<file path="src/core/rsc_map.svh">
`ifndef RSC_MAP_SVH
`define RSC_MAP_SVH
// Function
// - Pin event, power-on-clear reset or a read of the cause register clears it to zero.
// - Watchdog or undervoltage reset never clears the cause register; other flag holds.
// - Watchdog reset sets watchdog flag; undervoltage reset sets undervoltage flag.
// - Cause register: watchdog flag bit 4, undervoltage flag bit 0, rest zero.
// - Undervoltage mode and level registers clear on pin, power-clear, watchdog; hold else.
// - Option 0: hold reset until supply above 1.59 V; reassert when it drops.
// - Option 1: release at 2.7 V; reassert below 1.59 V; rerelease only at 2.7 V.
// - Reset loads interrupt mask and priority with FFH; requests and edge enables 00H.
// - Reset loads all serial bus interface registers with 00H.
// - Reset loads multiplier/divider remainder and operands 0000H, control 00H.
// - Reset loads LCD setup, display, clock, boost and key return mode 00H.
// - During reset only the program counter is undefined; the registers above load their reset values.

// ----------------------------------------------------------------------------
// Register addresses
// ----------------------------------------------------------------------------
`define RSC_CAUSE_ADDR   16'hFFAC
`define RSC_UV_MODE_ADDR 16'hFFBE
`define RSC_UV_LVL_ADDR  16'hFFBF

// ----------------------------------------------------------------------------
// Field positions
// ----------------------------------------------------------------------------
`define RSC_WDT_BIT 4
`define RSC_UV_BIT  0

// ----------------------------------------------------------------------------
// Reset and init values
// ----------------------------------------------------------------------------
`define RSC_BYTE_ZERO  8'h00
`define RSC_BYTE_ONES  8'hFF
`define RSC_HWORD_ZERO 16'h0000
`define RSC_SB_ZERO    56'h00000000000000
`define RSC_LCD_ZERO   40'h0000000000

`endif

</file>
<file path="src/core/rsc_pkg.sv">
package rsc_pkg;

  // --------------------------------------------------------------------------
  // Power-on-clear sequencer states
  // --------------------------------------------------------------------------
  typedef enum logic [1:0] {
    RSC_POC_STRAP,
    RSC_POC_HOLD,
    RSC_POC_RUN
  } rsc_poc_state_t;

endpackage

</file>
<file path="src/core/rsc_sync.sv">
`timescale 1ns/1ps
`default_nettype none

module rsc_sync
  import rsc_pkg::*;
#(
  parameter int WIDTH = 1
) (
  input  wire logic             clk_sys_in,
  input  wire logic             rst_n_in,
  input  wire logic             clk_en_in,
  input  wire logic [WIDTH-1:0] async_in,
  output var  logic [WIDTH-1:0] sync_out
);

  // --------------------------------------------------------------------------
  // Two-stage synchroniser per bit
  // --------------------------------------------------------------------------
  genvar gi;
  generate
    for (gi = 0; gi < WIDTH; gi++) begin : g_bit
      logic meta_q;
      logic meta_d;
      logic stab_q;
      logic stab_d;
      always_comb begin
        meta_d = clk_en_in ? async_in[gi] : meta_q;
        stab_d = clk_en_in ? meta_q : stab_q;
      end
      always_ff @(posedge clk_sys_in or negedge rst_n_in) begin
        if (!rst_n_in) begin
          meta_q <= 1'b0;
          stab_q <= 1'b0;
        end else begin
          meta_q <= meta_d;
          stab_q <= stab_d;
        end
      end
      assign sync_out[gi] = stab_q;
    end
  endgenerate

endmodule

`default_nettype wire

</file>
<file path="src/core/rsc_reset_ctrl.sv">
`timescale 1ns/1ps
`default_nettype none
`include "rsc_map.svh"

module rsc_reset_ctrl
  import rsc_pkg::*;
(
  input  wire logic        clk_sys_in,
  input  wire logic        rst_n_in,
  input  wire logic        clk_en_in,
  input  wire logic        reset_pin_n_in,
  input  wire logic        vdd_above_159_in,
  input  wire logic        vdd_above_27_in,
  input  wire logic        power_clear_threshold_option_in,
  input  wire logic        watchdog_reset_req_in,
  input  wire logic        undervoltage_reset_req_in,
  input  wire logic [15:0] bus_addr_in,
  input  wire logic        bus_rd_in,
  input  wire logic        bus_wr_in,
  input  wire logic [7:0]  bus_wdata_in,
  output var  logic [7:0]  bus_rdata_out,
  output var  logic        internal_reset_out,
  output var  logic        pc_undefined_out,
  output var  logic        power_on_clear_out,
  output var  logic [7:0]  reset_cause_flags_out,
  output var  logic [7:0]  undervoltage_mode_reg_out,
  output var  logic [7:0]  undervoltage_level_reg_out,
  output var  logic [7:0]  irq_request_flags_out,
  output var  logic [7:0]  irq_mask_flags_out,
  output var  logic [7:0]  irq_priority_flags_out,
  output var  logic [7:0]  ext_rise_edge_enable_out,
  output var  logic [7:0]  ext_fall_edge_enable_out,
  output var  logic [55:0] serial_bus_init_out,
  output var  logic [15:0] remainder_reg_out,
  output var  logic [15:0] muldiv_operand_a_out,
  output var  logic [15:0] muldiv_operand_b_out,
  output var  logic [7:0]  muldiv_control_out,
  output var  logic [39:0] lcd_init_out
);

  // --------------------------------------------------------------------------
  // Pin and comparator synchronisers
  // --------------------------------------------------------------------------
  logic [2:0] pin_raw;
  logic [2:0] pin_sync;
  logic       pin_req;
  logic       above_159;
  logic       above_27;

  assign pin_raw = {vdd_above_27_in, vdd_above_159_in, reset_pin_n_in};

  rsc_sync #(
    .WIDTH (3)
  ) u_sync (
    .clk_sys_in (clk_sys_in),
    .rst_n_in   (rst_n_in),
    .clk_en_in  (clk_en_in),
    .async_in   (pin_raw),
    .sync_out   (pin_sync)
  );

  assign pin_req   = ~pin_sync[0];
  assign above_159 = pin_sync[1];
  assign above_27  = pin_sync[2];

  // --------------------------------------------------------------------------
  // Power-on-clear sequencer
  // --------------------------------------------------------------------------
  rsc_poc_state_t poc_state_q;
  rsc_poc_state_t poc_state_d;
  logic           poc_mode_q;
  logic           poc_mode_d;
  logic           poc_req;

  always_comb begin
    poc_state_d = poc_state_q;
    poc_mode_d  = poc_mode_q;
    if (clk_en_in) begin
      unique case (poc_state_q)
        RSC_POC_STRAP: begin
          poc_mode_d  = power_clear_threshold_option_in;
          poc_state_d = RSC_POC_HOLD;
        end
        RSC_POC_HOLD: begin
          if (!poc_mode_q && above_159) begin
            poc_state_d = RSC_POC_RUN;
          end
          if (poc_mode_q && above_27 && above_159) begin
            poc_state_d = RSC_POC_RUN;
          end
        end
        RSC_POC_RUN: begin
          if (!above_159) begin
            poc_state_d = RSC_POC_HOLD;
          end
        end
      endcase
    end
  end

  always_ff @(posedge clk_sys_in or negedge rst_n_in) begin
    if (!rst_n_in) begin
      poc_state_q <= RSC_POC_STRAP;
      poc_mode_q  <= 1'b0;
    end else begin
      poc_state_q <= poc_state_d;
      poc_mode_q  <= poc_mode_d;
    end
  end

  assign poc_req = (poc_state_q != RSC_POC_RUN);

  // --------------------------------------------------------------------------
  // Reset merge
  // --------------------------------------------------------------------------
  logic any_req;
  logic clear_req;
  logic rst_out_q;
  logic rst_out_d;
  logic poc_out_q;
  logic poc_out_d;

  assign any_req   = pin_req | poc_req | watchdog_reset_req_in | undervoltage_reset_req_in;
  assign clear_req = pin_req | poc_req;

  always_comb begin
    rst_out_d = rst_out_q;
    poc_out_d = poc_out_q;
    if (clk_en_in) begin
      rst_out_d = any_req;
      poc_out_d = poc_req;
    end
  end

  always_ff @(posedge clk_sys_in or negedge rst_n_in) begin
    if (!rst_n_in) begin
      rst_out_q <= 1'b1;
      poc_out_q <= 1'b1;
    end else begin
      rst_out_q <= rst_out_d;
      poc_out_q <= poc_out_d;
    end
  end

  assign internal_reset_out = rst_out_q;
  assign pc_undefined_out   = rst_out_q;
  assign power_on_clear_out = poc_out_q;

  // --------------------------------------------------------------------------
  // Reset cause flags
  // --------------------------------------------------------------------------
  logic       wdt_flag_q;
  logic       wdt_flag_d;
  logic       uv_flag_q;
  logic       uv_flag_d;
  logic [7:0] cause_word;
  logic       cause_rd;

  assign cause_rd = bus_rd_in && (bus_addr_in == `RSC_CAUSE_ADDR);

  always_comb begin
    wdt_flag_d = wdt_flag_q;
    uv_flag_d  = uv_flag_q;
    if (clk_en_in) begin
      if (cause_rd) begin
        wdt_flag_d = 1'b0;
        uv_flag_d  = 1'b0;
      end
      if (watchdog_reset_req_in) begin
        wdt_flag_d = 1'b1;
      end
      if (undervoltage_reset_req_in) begin
        uv_flag_d = 1'b1;
      end
      if (clear_req) begin
        wdt_flag_d = 1'b0;
        uv_flag_d  = 1'b0;
      end
    end
  end

  always_ff @(posedge clk_sys_in or negedge rst_n_in) begin
    if (!rst_n_in) begin
      wdt_flag_q <= 1'b0;
      uv_flag_q  <= 1'b0;
    end else begin
      wdt_flag_q <= wdt_flag_d;
      uv_flag_q  <= uv_flag_d;
    end
  end

  always_comb begin
    cause_word               = `RSC_BYTE_ZERO;
    cause_word[`RSC_WDT_BIT] = wdt_flag_q;
    cause_word[`RSC_UV_BIT]  = uv_flag_q;
  end

  assign reset_cause_flags_out = cause_word;

  // --------------------------------------------------------------------------
  // Undervoltage detector settings
  // --------------------------------------------------------------------------
  logic [7:0] uv_mode_q;
  logic [7:0] uv_mode_d;
  logic [7:0] uv_lvl_q;
  logic [7:0] uv_lvl_d;
  logic       uv_clear;

  assign uv_clear = pin_req | poc_req | watchdog_reset_req_in;

  always_comb begin
    uv_mode_d = uv_mode_q;
    uv_lvl_d  = uv_lvl_q;
    if (clk_en_in) begin
      if (bus_wr_in && !any_req && (bus_addr_in == `RSC_UV_MODE_ADDR)) begin
        uv_mode_d = bus_wdata_in;
      end
      if (bus_wr_in && !any_req && (bus_addr_in == `RSC_UV_LVL_ADDR)) begin
        uv_lvl_d = bus_wdata_in;
      end
      if (uv_clear) begin
        uv_mode_d = `RSC_BYTE_ZERO;
        uv_lvl_d  = `RSC_BYTE_ZERO;
      end
    end
  end

  always_ff @(posedge clk_sys_in or negedge rst_n_in) begin
    if (!rst_n_in) begin
      uv_mode_q <= `RSC_BYTE_ZERO;
      uv_lvl_q  <= `RSC_BYTE_ZERO;
    end else begin
      uv_mode_q <= uv_mode_d;
      uv_lvl_q  <= uv_lvl_d;
    end
  end

  assign undervoltage_mode_reg_out  = uv_mode_q;
  assign undervoltage_level_reg_out = uv_lvl_q;

  // --------------------------------------------------------------------------
  // Register read port
  // --------------------------------------------------------------------------
  logic [7:0] rdata_q;
  logic [7:0] rdata_d;

  always_comb begin
    rdata_d = rdata_q;
    if (clk_en_in && bus_rd_in) begin
      unique case (bus_addr_in)
        `RSC_CAUSE_ADDR:   rdata_d = cause_word;
        `RSC_UV_MODE_ADDR: rdata_d = uv_mode_q;
        `RSC_UV_LVL_ADDR:  rdata_d = uv_lvl_q;
        default:           rdata_d = `RSC_BYTE_ZERO;
      endcase
    end
  end

  always_ff @(posedge clk_sys_in or negedge rst_n_in) begin
    if (!rst_n_in) begin
      rdata_q <= `RSC_BYTE_ZERO;
    end else begin
      rdata_q <= rdata_d;
    end
  end

  assign bus_rdata_out = rdata_q;

  // --------------------------------------------------------------------------
  // Peripheral init images
  // --------------------------------------------------------------------------
  localparam logic [191:0] INIT_IMAGE = {
    `RSC_BYTE_ZERO, `RSC_BYTE_ONES, `RSC_BYTE_ONES, `RSC_BYTE_ZERO, `RSC_BYTE_ZERO,
    `RSC_SB_ZERO,
    `RSC_HWORD_ZERO, `RSC_HWORD_ZERO, `RSC_HWORD_ZERO, `RSC_BYTE_ZERO,
    `RSC_LCD_ZERO
  };

  logic [191:0] init_q;
  logic [191:0] init_d;

  always_comb begin
    init_d = init_q;
    if (clk_en_in && any_req) begin
      init_d = INIT_IMAGE;
    end
  end

  always_ff @(posedge clk_sys_in or negedge rst_n_in) begin
    if (!rst_n_in) begin
      init_q <= INIT_IMAGE;
    end else begin
      init_q <= init_d;
    end
  end

  assign {irq_request_flags_out, irq_mask_flags_out, irq_priority_flags_out,
          ext_rise_edge_enable_out, ext_fall_edge_enable_out, serial_bus_init_out,
          remainder_reg_out, muldiv_operand_a_out, muldiv_operand_b_out,
          muldiv_control_out, lcd_init_out} = init_q;

endmodule

`default_nettype wire

</file>
<file path="config.mk">
export PLATFORM = sky130hd
export DESIGN_NAME = rsc_reset_ctrl
export DESIGN_NICKNAME = d
export VERILOG_FILES = /design/src/core/rsc_pkg.sv /design/src/core/rsc_sync.sv /design/src/core/rsc_reset_ctrl.sv
export VERILOG_INCLUDE_DIRS = /design/src /design/src/core
export SDC_FILE = /design/constraint.sdc
export NUM_CORES = 1
export LEC_CHECK = 0
export ABC_AREA = 1
export ABC_CLOCK_PERIOD_IN_PS = 2900
export BUFFER_PORTS_ARGS = -buffer_cell sky130_fd_sc_hd__buf_2
export CORE_AREA = 2 2 101 103
export DETAILED_ROUTE_END_ITERATION = 6
export DIE_AREA = 0 0 103 105
export MAX_ROUTING_LAYER = met4
export PLACE_DENSITY_LB_ADDON = 0.3
export REMOVE_ABC_BUFFERS = 1
export SYNTH_ARGS = -nofsm -noshare
export SYNTH_HDL_FRONTEND = slang
export SYNTH_HIERARCHICAL = 1
export SYNTH_SLANG_ARGS = --single-unit
</file>
<file path="constraint.sdc">
create_clock -name clk_sys_in -period 2.9 [get_ports clk_sys_in]
set_input_delay 0.58 -clock clk_sys_in [delete_from_list [all_inputs] [get_ports clk_sys_in]]
set_output_delay 0.58 -clock clk_sys_in [all_outputs]
set_load 0.01 [all_outputs]
</file>
# Yosys cells after proc, flatten, opt, wreduce, memory -nomap -nowiden
# Cells that the tools add are included.
# classes
muxes	14
reduce_logical	21
n_eq_ne	8
n_bitwise	4
# ops
op	n
$eq 16x16->1 const B	3
$mux 8	4
$pmux 8 s3	1
$reduce_and 2->1	5
$logic_and 1x1->1	8
$mux 2	3
$pmux 2 s3	1
$reduce_bool 3->1	2
$mux 1	5
$ne 2x2->1 const B	2
$reduce_bool 2->1	2
$ne 3x3->1 const B	1
$or 1x1->1	3
$reduce_and 3->1	1
$eq 2x1->1 const B	1
$eq 2x2->1 const B	1
$logic_not 1->1	2
$logic_not 2->1	1
$not 1->1	1
# word_totals
input_bits	35
word_cells	62
regBits	37
output_inout_bits	227

# Logic depth before layout (Yosys ltp)
# Gate-level depths: netlist of run 1.
# logic_depth
word_depth	9
depth_mapped	10
ltp_nobuf	10

# Cells and area by module
# The synthesis of run 1 kept the hierarchy.
# modules_own_cells
module	n_inst	cells_per_inst	area_each_um2	seq_area_each_um2
rsc_reset_ctrl	1	419	3226.8	778.2
rsc_sync	1	28	244.0	150.1

# Worst setup path after synthesis of run 1
# OpenSTA, ideal clock, no wires.
# synth_timing
kind	input to register
from	in bus_addr_in[9]
to	reg uv_mode_q[0] (netlist: undervoltage_mode_reg_out[0])
arrival_time_ps	1361
path_stages	9
required_ps	2783
slack_ps	1422
path_buffers	0
setup_ps	117
path_cell_list	nand2_1 nor2_2 nand2_4 nor2_8 nand2_1 nand2_2 nand2_4 nand2_1 nand2_1
# synth_between
elab_chain_len	4
# synth_rtl
element	line_no	rtl
start, declared	rsc_reset_ctrl.sv:17	input wire logic [15:0] bus_addr_in,
$eq 16x16->1	-	
$logic_and 1x1->1	rsc_reset_ctrl.sv:215	if (bus_wr_in && !any_req && (bus_addr_in == `RSC_UV_MODE_ADDR)) begin
$reduce_bool 2->1 (no source line)	-	
$reduce_and 2->1 (no source line)	-	
end signal, assigned	rsc_reset_ctrl.sv:230	uv_mode_q <= `RSC_BYTE_ZERO;
end signal, assigned	rsc_reset_ctrl.sv:233	uv_mode_q <= uv_mode_d;
end, declared	rsc_reset_ctrl.sv:203	logic [7:0] uv_mode_q;
# Every way passes these cells.
# A chain may end at the register's enable or synchronous reset.

# Final worst setup path of run 1
# layout_timing
from	reg poc_state_q[0]
to	reg uv_mode_q[6] (netlist: undervoltage_mode_reg_out[6])
# layout_between
elab_chain_len	9
word_cells_on_any_way	10
cone_classes	eq/ne: 1; mux: 1; bitwise: 3; reduce/logical: 5
# layout_rtl
element	line_no	rtl
start, declared	rsc_reset_ctrl.sv:69	rsc_poc_state_t poc_state_q;
start signal, assigned	rsc_reset_ctrl.sv:106	poc_state_q <= poc_state_d;
$ne 2x2->1 (*)	rsc_reset_ctrl.sv:111	assign poc_req = (poc_state_q != RSC_POC_RUN);
$or 1x1->1 (*) (2 in series)	rsc_reset_ctrl.sv:123, rsc_reset_ctrl.sv:209	
$or 1x1->1	rsc_reset_ctrl.sv:123	assign any_req = pin_req | poc_req | watchdog_reset_req_in | undervoltage_reset_req_in;
$logic_not 1->1	rsc_reset_ctrl.sv:215	
$logic_and 1x1->1 (2 in series)	rsc_reset_ctrl.sv:215	
$reduce_bool 2->1 (no source line)	-	
$reduce_and 2->1 (no source line)	-	
# Every way passes the cells marked *; elsewhere a longest branch is shown, timed or not.

==> results, run 1 <==
- The die boundary height is 105 um.
- The data arrival time of the critical path is around 1.8 ns.
- By startpoint and endpoint, the worst setup path is classified as flop to flop.
- After the first detailed-routing iteration, the DRC count stood at 100.
- The initial utilization of the core area, before any placement, comes to a little over a third.
- The number of maximum-capacitance constraint violations is 0.
- The via count of the first global-routing pass is ~1900.
- 0 antenna diodes ended up in the layout.
- In the layout the commonest cells are 198 x conb_1, 120 x nand2_1, 63 x buf_2.
- In this run, post-CTS repair resized a total of 0 instances.
- The total DRC errors in the routed layout is 0.
- The vias per cell is approximately 3.5.
- The count of pins over their slew limit is 0.
- The worst-case vdd ir drop is 291 uV.
- The filler cells instantiated in the layout total roughly 1000.
- The relative slew slack is approximately 44%.
- Global routing used between 10 and 15% of the available tracks.
- Setup repair after global routing left no endpoint under its margin.
- The analysis attributes to cell leakage a power of between 2 and 2.5 nW.
- The via count of the routed design is approximately 2200.
- The Yosys step of the flow raised 6 warnings.
- The number of nets with antenna violations after detailed routing is 0.
- The flop and latch count out of synthesis is 37.
- The family with the most delay on the worst path is simple AND/OR/NAND/NOR gates.
- Summing internal, switching and leakage power gives approximately 1.3 mW.
- The mean cell area of the mapped netlist is approximately 7.8 um2.
- In this run the horizontal extent of the chip is between 100 and 150 um.
- In this run the deepest clock path goes through 2 buffers.
- In the final layout, the share of cells above drive strength 1 is a little under a fifth.
- Of the available clock period, the critical path in the final layout requires 53.7%.
- The buffers plus inverters on the worst setup path is 1.
- STA puts the critical path data required time at approximately 3.1 ns.
- The worst reg2reg path startpoint is poc_state_q[0].
- The number of placement rows is 36.
- The routed length per instance is 9.83 um.
- The critical register-to-register path endpoint is undervoltage_mode_reg_out[6].
- The worst hold path belongs to the class input pin to async pin.
- about 260 I/O pins were placed.
- At the pin with the least slew margin, the transition time is around 0.83 ns.
- The first global-routing pass estimated slightly above 9 mm of wire.
- The die covers 0.0108 mm2.
- The number of failing hold endpoints at the final stage is 0.
- The number of cells traversed by the worst register-to-register path is 7.
- The core area is roughly 0.0096 mm2.
- The largest single stage delay on the critical path is 0.42 ns.
- STA classifies the critical path startpoint as a flop.
- The synthesized design contains 0 enable-type register cells.
- Clock tree synthesis found a total of 37 sinks.
- The flow ran to the end, and the final reports show no timing, DRC or antenna violations.
- The category of the worst setup path capture point is a flop.
- The signal on the critical path passes through inv_2 > nand3_4 > nor2_8 > nand3_4 > nor2_8 > nand4_1 > nand2_1.
- After synthesis, the netlist uses 21 different library cells.
- The placer's final routability congestion estimate is approximately 0.78.
- The power per cell area is around 400 mW/mm2.
- For this design, the slowest cell found on the critical path is dfrtp_1.
- Once detailed placement completed, the half-perimeter wirelength came to 5.24 mm.
- The sum of negative setup slack is 0 ns.
- TritonCTS built the clock tree.
- Clock tree synthesis inserted a total of 5 buffers.
- The most instantiated flip-flop cell in the synthesis netlist is dfrtp_1.
- The area added between synthesis and finish is -5.95%.
- The number of setup violations in the final report is 0.
- The count of TritonRoute iterations in the first routing pass is 4.
- After synthesis, the share of flip-flops with an asynchronous set or reset is 100%.
- The setup slack of the most critical reg-to-reg path is approximately 1.3 ns.
- Counting I/O delays and the setup requirement, the final critical path takes approximately 1.6 ns.
- Port buffering added between 60 and 70 buffers.
- The routed design has 6.28 mm of wire.
- The root cell of the clock tree is clkbuf_8.
- The cell area after synthesis is ~0.0035 mm2.
- The clock reaches the later pin of the worst-skew pair after 0.29 ns.
- Once the clock tree was built, the setup fixing pass inserted 0 buffers.
- The peak clock frequency supported by timing is 0.643 GHz.
- The share of synthesized area occupied by flip-flops and latches is around a quarter.
- In the final design database the tool counted 540 nets.
- The count of hold-fix buffers inserted at cts is 0.
- Clock-pin slew was measured on the worst setup and hold paths at around 0.08 ns.
- The number of antenna violations at the first check in global routing is 0.
- The final global-route overflow total is 0.
- Entering global routing, the biggest net connects 38 pins.
- CTS built an H-tree with a depth of 2.
- The most common cell after layout, fill and taps aside is conb_1.
- Of all nets on the critical path, the largest fanout is 21.
- The largest clock skew in the final design is between 0.01 and 0.015 ns.
- The synthesized netlist cell count is between 400 and 500.
[stage by stage]
step | util [%] | cells | instance area (um2) | hold slack, ns | setup WS (ns)
2_1_floorplan | - | 434 | 2640 | 0.284 | 1.43
3_3_place_gp | 32.5 | 631 | 3130 | 0.455 | 1.16
3_5_place_dp | 32.5 | 631 | 3130 | 0.459 | 1.12
4_1_cts | 33.9 | 639 | 3260 | 0.429 | 1.33
5_1_grt | 33.9 | 639 | 3260 | 0.456 | 1.21
6_report | 33.9 | 639 | 3260 | 0.382 | 1.34
[worst register-to-register path, stage by stage, from the launching register on]
cell and delay [ns]:
dfrtp_1 0.42, inv_2 0.10, nand3_4 0.11, nor2_8 0.29, nand3_4 0.19, nor2_8 0.21, nand4_1 0.10, nand2_1 0.08
[synthesized netlist by cell type (2+ instances only)]
| cell type | instances | area, um2 |
|---|---|---|
| conb_1 | 2 | 7.51 |
| inv_2 | 4 | 15.0 |
| inv_1 | 11 | 41.3 |
| dfrtp_1 | 35 | 876 |
| nand2_1 | 120 | 450 |
| nor2_2 | 4 | 25.0 |
| nand4_1 | 18 | 113 |
| nor2_1 | 12 | 45.0 |
| buf_4 | 205 | 1540 |
| dfstp_2 | 2 | 52.6 |
| nor2_8 | 5 | 100 |
| nand2_4 | 3 | 33.8 |
| buf_2 | 3 | 15.0 |
| nand3_1 | 9 | 45.0 |
| nand3_4 | 2 | 35.0 |
| nand2_2 | 5 | 31.3 |
| a21oi_1 | 3 | 15.0 |
[kinds of logic after synthesis]
kind of cell,after synthesis,synth area share (%)
flip-flops,37,26.7
AND/OR/NAND/NOR,178,25.3
other,2,0.216
buffers and inverters,224,46.7
AO/OA/AOI/OAI,6,1.01
[cell type report]
cell class | instances | area [um2] | share of cell area (%)
Clock buffer | 5 | 68.8 | 2.11
Sequential cell | 37 | 928 | 28.4
Timing Repair Buffer | 64 | 323 | 9.89
Clock inverter | 3 | 65.1 | 1.99
Inverter | 15 | 56.3 | 1.72
Tap cell | 133 | 166 | 5.10
Multi-Input combinational cell | 382 | 1660 | 50.7
[flip-flops by register name, indices dropped and copies added (netlist names), 2 cells and up]
signal / cells
poc_state_q: 2
undervoltage_level_reg_out: 8
bus_rdata_out: 8
undervoltage_mode_reg_out: 8
u_sync/g_bit.meta_q: 3
u_sync/g_bit.stab_q: 3
[per-layer routing]
metal	up-vias	global-route usage [%]	part of all wire [%]
li1	1098	-	-
met1	1003	11.8	36
met2	125	20.4	55
met3	5	2.88	8.6
met4	0	2.73	0.70
met5	-	-	0
[worst max-delay path by stage]
stage | startpoint | to | slack, ns | depth (start not counted)
2_1_floorplan | bus_addr_in[9] | undervoltage_mode_reg_out[0] | 1.43 | 9
3_3_place_gp | bus_addr_in[6] | undervoltage_mode_reg_out[7] | 1.16 | 11
3_5_place_dp | bus_addr_in[6] | undervoltage_mode_reg_out[6] | 1.12 | 11
4_1_cts | poc_state_q[0] | undervoltage_level_reg_out[7] | 1.33 | 7
5_1_grt | poc_state_q[0] | undervoltage_mode_reg_out[5] | 1.21 | 7
6_report | poc_state_q[0] | undervoltage_mode_reg_out[6] | 1.34 | 7
[power by group]
group / switching, mW / leakage, nW / internal [mW] / total [mW]
sequential: 0.0153 / 0.492 / 0.538 / 0.553
clock: 0.189 / 0.0681 / 0.342 / 0.531
combinational: 0.190 / 1.59 / 0.0381 / 0.228
Note: power is estimated with default switching activity, not from simulation.
==> inputs of run 2 (changes only) <==
--- a/config.mk
+++ b/config.mk
@@ -7,7 +7,7 @@
 export NUM_CORES = 1
 export LEC_CHECK = 0
 export ABC_AREA = 1
-export ABC_CLOCK_PERIOD_IN_PS = 2900
+export ABC_CLOCK_PERIOD_IN_PS = 1450
 export BUFFER_PORTS_ARGS = -buffer_cell sky130_fd_sc_hd__buf_2
 export CORE_AREA = 2 2 101 103
 export DETAILED_ROUTE_END_ITERATION = 6
==> constraint.sdc (replaced) <==
create_clock -name clk_sys_in -period 1.45 [get_ports clk_sys_in]
set_input_delay 0.29 -clock clk_sys_in [delete_from_list [all_inputs] [get_ports clk_sys_in]]
set_output_delay 0.29 -clock clk_sys_in [all_outputs]
set_load 0.01 [all_outputs]
==> run 2 against run 1 <==
Core utilization increased by 0.62 points; routed wire length increased by 1.7%; total power increased by 75%; die area unchanged; clock skew decreased by 0.0058 ns.
==> results, run 2 (synthesis results as in run 1) <==
- The detailed-placement wirelength estimate is 5.28 mm (+0.65%).
- The cell count after placement is 636 (+0.79%).
- The wire length reported by the detailed router is 6.39 mm (+1.7%).
- The count of TritonRoute iterations in the first routing pass is 4 (unchanged).
- The number of sinks handled by clock tree synthesis is 37 (unchanged).
- The number of buffers added by the clock tree synthesis step is 5 (unchanged).
- The data required time at the worst endpoint came to 1.67 ns (-1.45 ns).
- The total power was 2.30 mW (+75%).
- The via count of the first global-routing pass is 1846 (-4.5%).
- The post-detailed-placement cell area was 0.00321 mm2 (+2.4%).
- The endpoint of the worst setup timing path is undervoltage_mode_reg_out[7].
- The H-tree level count came to 2 (unchanged).
- The worst setup path is launched from a flop.
- The kind of critical path is flop to flop.
- The area occupied by multi-input gates is 0.00166 mm2 (+0.45%).
- Grouping stages by cell kind, the critical path spends the most delay in simple AND/OR/NAND/NOR gates.
- The library cell used most frequently in the layout, excluding fill and tap cells, is conb_1.
- The depth of the critical timing path with buffers and inverters included was 7 (unchanged).
- The source-to-sink clock delay at the later pin of the worst-skew pair is 0.28 ns (about the same).
- The number of buffers between clock root and the deepest sink came to 2 (unchanged).
- The number of maximum-capacitance constraint violations came to 0 (unchanged).
- The count of inserted antenna diode cells is 0 (unchanged).
- The TritonCTS clock tree is done.
- The peak clock frequency supported by timing came to 0.748 GHz (+16%).
- The run finished with clean final reports.
- The setup slack of the most critical reg-to-reg path is 0.11 ns (-1.23 ns).
- The worst-case vdd ir drop is 446 uV (+53%).
- The number of placement rows is 36 (unchanged).
- The die boundary height is 105 um (unchanged).
- The routed length per instance is 9.87 um (+0.41%).
- Setup repair after global routing could not meet its margin everywhere.
- The placer's final routability congestion estimate is 0.780 (+0.27%).
- The summed area of non-filler cells in the final layout is 0.00332 mm2 (+1.8%).
- The shortest clock period the worst path allows after layout is 1.34 ns (-0.220 ns).
- The count of port buffers added during placement is 63 (unchanged).
- The final global-route overflow total is 0 (unchanged).
- In the layout the commonest cells are 198 x conb_1, 120 x nand2_1, 63 x buf_2.
- The core area came to 0.00964 mm2 (unchanged).
- The leakage power of the design is 2.18 nW (+1.2%).
- The total DRC errors in the routed layout is 0 (unchanged).
- On the critical path, the stage with the largest delay is an instance of dfrtp_1.
- The maximum net fanout on the critical path was 8 (-62%).
- The largest stage delay on the critical path is 0.43 ns (about the same).
- The number of cells traversed by the worst register-to-register path is 7 (unchanged).
- The data arrival time of the critical path is 1.56 ns (-0.22 ns).
- The register area was 928 um2 (unchanged).
- The category of the worst setup path capture point is a flop.
- The ratio of cells with drive above 1 in the final layout was 20.4% (+1.3 points).
- The root cell of the clock tree is clkbuf_8.
- The power per cell area was 691 mW/mm2 (+72%).
- The horizontal die dimension is 103 um (unchanged).
- The post-route core utilization is 34.5% (+0.62 points).
- The die area is 0.0108 mm2 (unchanged).
- The count of pins over their slew limit is 0 (unchanged).
- The via count of the routed design is 2241 (+0.45%).
- The number of nets with antenna violations after detailed routing is 0 (unchanged).
- The area added between synthesis and finish is -4.22%.
- The number of setup violations in the final report is 0 (unchanged).
- The pin count of the biggest net entering global routing is 38 (unchanged).
- The global-route wire length before repair is 9.44 mm (+1.3%).
- The tightest min-delay check is of the input pin to flop type.
- The number of antenna violations at the first check in global routing is 0 (unchanged).
- The largest clock skew in the final design is 0.00464 ns (-0.00580 ns).
- The clock transition at the register clock pins on the worst setup and hold paths after CTS came to 0.08 ns (about the same).
- The vias per cell was 3.46 (-0.79%).
- The filler-free cell count of the finished design is 647 (+1.3%).
- The critical path goes through inv_2 > nand3_4 > nor2_8 > nand3_4 > nor2_8 > nand4_1 > nand2_1.
- In this run the critical register-to-register path is captured at undervoltage_mode_reg_out[7].
- The startpoint identified for the worst register-to-register timing path is poc_state_q[0].
- The final-stage net count is 548 (+1.5%).
- The initial standard-cell utilization of the core was 36.0% (unchanged).
- The count of pins on the block boundary is 262 (unchanged).
- The number of design-rule violations left by the first detailed-router iteration came to 107 (+7.0%).
- The buffers plus inverters on the worst setup path is 1 (unchanged).
- The number of failing hold endpoints at the final stage is 0 (unchanged).
- The most critical setup path has its startpoint at poc_state_q[0].
- The fill cell instance count of the final layout came to 1037 (-0.96%).
- The combined global-route utilization of all metal layers is 11.4% (+0.22 points).
- The share of the clock period used by the worst path is 92.2% (+38 points).
==> run 2: cell types whose count changed in the layout (fill, tap and decap cells not counted), sizes merged <==
cell,delta
dlygate4sd3,+1
bufinv,-2
buf,+7
clkinvlp,+1
clkinv,+1
==> run 2: layout make-up <==
class,count,area share [%]
clock inverter,3,0.527
inverter,15,1.69
sequential,37,27.9
tap,133,5.01
clock buffer,5,2.07
multi-input combinational,382,50.1
timing repair buffer,72,12.7
==> run 2: worst min-delay path by stage <==
stage | depth (start not counted) | start | slack (ns) | to
3_5_place_dp | 2 | rst_n_in | 0.27 | undervoltage_level_reg_out[6]
4_1_cts | 3 | vdd_above_159_in | 0.19 | u_sync/g_bit[1].meta_q
5_1_grt | 3 | vdd_above_159_in | 0.20 | u_sync/g_bit[1].meta_q
6_report | 3 | vdd_above_159_in | 0.20 | u_sync/g_bit[1].meta_q
3_3_place_gp | 2 | rst_n_in | 0.27 | undervoltage_mode_reg_out[1]
2_1_floorplan | 0 | rst_n_in | -0.006 | bus_rdata_out[0]
==> run 2: metal layers <==
layer / global-route usage, % / vias to the layer above / wire length, um
met5: - / - / 0
met4: 3.29 / 0 / 78
met3: 2.14 / 6 / 452
met2: 19.0 / 134 / 3290
met1: 13.9 / 991 / 2560
li1: - / 1110 / -
==> run 2: tightest hold or removal path: cells and delay by family <==
kind / cells / cell delay [ns]
buffers and inverters: 1 / 0.07
AND/OR/NAND/NOR: 2 / 0.09
==> run 2: what timing repair did <==
| action | in CTS | in global routing |
|---|---|---|
| setup buffers | 0 | 2 |
| setup endpoints to repair | 0 | 16 |
| hold buffers | 1 | 0 |
| resized for setup | 0 | 2 |
| endpoints found under the hold margin | 35 | 0 |
==> run 2: metrics by stage <==
stage	setup TNS, ns	hold slack [ns]	worst slack (ns)
global route	-0.0860	0.200	-0.0243
CTS	0	0.192	0.0622
floorplan	0	-0.00559	0.103
detailed placement	0	0.272	0.0523
global placement	0	0.272	0.0826
finish	0	0.200	0.114
==> run 2: where the power goes <==
group,total [mW],leakage [nW],switching (mW),internal (mW)
sequential,1.11,0.492,0.0344,1.08
clock,0.711,0.0439,0.379,0.332
combinational,0.475,1.64,0.387,0.0882
==> inputs of run 3 (changes only) <==
--- a/config.mk
+++ b/config.mk
@@ -8,12 +8,13 @@
 export LEC_CHECK = 0
 export ABC_AREA = 1
 export ABC_CLOCK_PERIOD_IN_PS = 1450
-export BUFFER_PORTS_ARGS = -buffer_cell sky130_fd_sc_hd__buf_2
+export BUFFER_PORTS_ARGS = -buffer_cell sky130_fd_sc_hd__clkbuf_2
 export CORE_AREA = 2 2 101 103
+export CTS_BUF_LIST = sky130_fd_sc_hd__clkbuf_4 sky130_fd_sc_hd__clkbuf_8 sky130_fd_sc_hd__clkbuf_16
 export DETAILED_ROUTE_END_ITERATION = 6
 export DIE_AREA = 0 0 103 105
 export MAX_ROUTING_LAYER = met4
-export PLACE_DENSITY_LB_ADDON = 0.3
+export PLACE_DENSITY = 0.73
 export REMOVE_ABC_BUFFERS = 1
 export SYNTH_ARGS = -nofsm -noshare
 export SYNTH_HDL_FRONTEND = slang
==> run 3 against run 2 <==
Hold slack lost 0.17 ns; register-to-register slack is essentially flat; via count up 0.98%; die area did not move; sequential power about the same; design area is 0.19% lower; sequential cell count did not move; routed wire length is 2.5% lower; sequential share of layout area rose by 0.090 points; clock power decreased by 1%; non-clock buffer count increased by 5; cell count up 0.77%; critical path type unchanged; largest power group unchanged.
==> results, run 3 (synthesis results as in run 1) <==
- The run finished with clean final reports.
- Setup repair after global routing left no endpoint under its margin.
- The number of buffers between clock root and the deepest sink is 2 (unchanged).
- The share of total power in the clock network is 30.9% (about the same).
- The endpoint of the worst setup timing path is undervoltage_level_reg_out[4].
- The initial standard-cell utilization of the core is 36.0% (unchanged).
- The via count of the first global-routing pass is 1872 (+1.4%).
- The worst-case vdd ir drop was 261 uV (-41%).
- The global-route wire length before repair came to 9.29 mm (-1.5%).
- The data required time at the worst endpoint is 1.68 ns (about the same).
- STA classifies the critical path startpoint as a flop.
- The peak clock frequency supported by timing came to 0.756 GHz (+1.1%).
- The number of failing hold endpoints at the final stage is 0 (unchanged).
- The die boundary height is 105 um (unchanged).
- The number of design-rule violations left by the first detailed-router iteration was 94 (-12%).
- The placer's final routability congestion estimate is 0.805 (+3.2%).
- The final worst-path setup slack is 0.128 ns (+0.0140 ns).
- The vias per cell was 3.47 (+0.21%).
- The root cell of the clock tree is clkbuf_8.
- The final global-route overflow total is 0 (unchanged).
- Tracing the worst setup path back leads to its startpoint at poc_state_q[0].
- The die area is 0.0108 mm2 (unchanged).
- The sequential share of power came to 48.6% (+0.2 points).
- The data arrival time of the critical path is 1.55 ns (about the same).
- The number of sinks handled by clock tree synthesis is 37 (unchanged).
- The number of placement rows is 36 (unchanged).
- The H-tree level count came to 2 (unchanged).
- The leakage power of the design was 2.18 nW (about the same).
- The source-to-sink clock delay at the later pin of the worst-skew pair is 0.29 ns (about the same).
- The switching power of the nets is 784 uW (-2.0%).
- The part of the power in combinational logic is 20.5% (-0.2 points).
- The maximum net fanout on the critical path is 8 (unchanged).
- The number of setup violations in the final report was 0 (unchanged).
- Relative to the synthesized area, the layout overhead comes to -4.40%.
- The ratio of cells with drive above 1 in the final layout is 21.6% (+1.2 points).
- The number of nets with antenna violations after detailed routing was 0 (unchanged).
- The detailed-placement wirelength estimate was 5.23 mm (-0.80%).
- The largest clock skew in the final design is 0.00431 ns (-0.000328 ns).
- The number of buffers added by the clock tree synthesis step is 5 (unchanged).
- The routed length per instance is 9.54 um (-3.3%).
- The pin count of the biggest net entering global routing is 38 (unchanged).
- The combined global-route utilization of all metal layers is 11.2% (-0.21 points).
- The count of inserted antenna diode cells was 0 (unchanged).
- The via count of the routed design came to 2263 (+0.98%).
- The TritonCTS clock tree is done.
- The core area is 0.00964 mm2 (unchanged).
- The shortest clock period the worst path allows after layout is 1.32 ns (-0.0140 ns).
- The count of TritonRoute iterations in the first routing pass came to 4 (unchanged).
- The path type of the worst min-delay path is input pin to async pin.
- The kind of critical path is flop to flop.
- The worst hold slack is 0.0321 ns (-0.168 ns).
- The worst reg2reg path startpoint is poc_state_q[0].
- The power per cell area is 687 mW/mm2 (-0.51%).
- The clock transition at the register clock pins on the worst setup and hold paths after CTS was 0.08 ns (about the same).
- The number of cells traversed by the worst register-to-register path is 9 (+2).
- The worst setup path is captured at a flop.
- Leaving out fill and tap cells, the most frequent cell in the layout is conb_1.
- The count of pins over their slew limit is 0 (unchanged).
- The sum of negative setup slack came to 0 ns (unchanged).
- The total DRC errors in the routed layout is 0 (unchanged).
- In this run the critical register-to-register path is captured at undervoltage_level_reg_out[4].
- The count of hold-fix buffers inserted at cts was 0 (-1).
- The share of the clock period used by the worst path came to 91.2% (-0.96 points).
- The number of antenna violations at the first check in global routing was 0 (unchanged).
- The proportion of total power due to net switching is 34.4% (-0.46 points).
- The horizontal die dimension is 103 um (unchanged).
- The count of pins on the block boundary is 262 (unchanged).
- The internal power contribution came to 1.50 mW (about the same).
- The number of maximum-capacitance constraint violations is 0 (unchanged).
- The wire length reported by the detailed router is 6.22 mm (-2.5%).
- In the layout the commonest cells are 198 x conb_1, 120 x nand2_1, 63 x clkbuf_2.
- The worst slack at placement is 0.0238 ns (-0.0285 ns).
- The setup slack of the most critical reg-to-reg path is 0.13 ns (about the same).
- The count of port buffers added during placement is 63 (unchanged).
- The final-stage net count came to 553 (+0.91%).
- The fill cell instance count of the final layout is 1035 (-0.19%).
==> run 3: cell type report <==
| cell class | count | area (um2) | area share (%) |
|---|---|---|---|
| well taps | 133 | 166 | 5.02 |
| inverters | 15 | 56.3 | 1.70 |
| multi-input cells | 382 | 1660 | 50.0 |
| clock inverters | 3 | 17.5 | 0.528 |
| flip-flops and latches | 37 | 930 | 28.0 |
| clock buffers | 5 | 68.8 | 2.07 |
| repair buffers | 77 | 420 | 12.7 |
==> run 3: what timing repair did <==
item                                    4_1_cts  5_1_grt
endpoints found under the setup margin        0       16
gates resized for setup                       0        2
buffers inserted                              0        4
==> run 3: power by group through the flow <==
stage | logic [mW] | registers (mW) | clock network (mW)
floorplan | 0.324 | 1.12 | 0
global placement | 0.450 | 1.13 | 0
detailed placement | 0.455 | 1.13 | 0
CTS | 0.455 | 1.11 | 0.727
global route | 0.542 | 1.12 | 0.770
finish | 0.468 | 1.11 | 0.704
==> run 3: routing by layer <==
| metal | wire (um) | GRT usage [%] |
|---|---|---|
| met1 | 2550 | 13.9 |
| met2 | 3060 | 17.4 |
| met4 | 122 | 4.70 |
| met5 | 0 | - |
| met3 | 497 | 2.27 |
==> run 3: metrics by stage <==
stage / utilization [%] / cell area [um2] / std cells / power, mW
2_1_floorplan: - / 2640 / 434 / 1.45
3_5_place_dp: 33.2 / 3200 / 640 / 1.58
6_report: 34.4 / 3320 / 652 / 2.28
3_3_place_gp: 33.2 / 3200 / 640 / 1.58
4_1_cts: 34.1 / 3280 / 648 / 2.29
5_1_grt: 34.4 / 3320 / 652 / 2.43
==> run 3: worst min path at each step <==
stage,cells past startpoint,startpoint,slack (ns),endpoint
final,2,rst_n_in,0.03,poc_mode_q
after global routing,2,rst_n_in,0.08,u_sync/g_bit[2].meta_q
after CTS,2,rst_n_in,0.05,u_sync/g_bit[1].stab_q
after detailed placement,2,rst_n_in,0.36,u_sync/g_bit[2].meta_q
after global placement,2,rst_n_in,0.36,u_sync/g_bit[2].meta_q
after floorplan,0,rst_n_in,-0.006,bus_rdata_out[0]
==> run 3: worst max-delay path, cell delays in order (launching register included) <==
cell	delay [ns]
dfrtp_1	0.41
inv_2	0.10
nand3_4	0.09
nor2_8	0.15
buf_4	0.13
buf_4	0.10
nand2_2	0.05
nand2_4	0.10
nand2_1	0.07
nand2_1	0.06
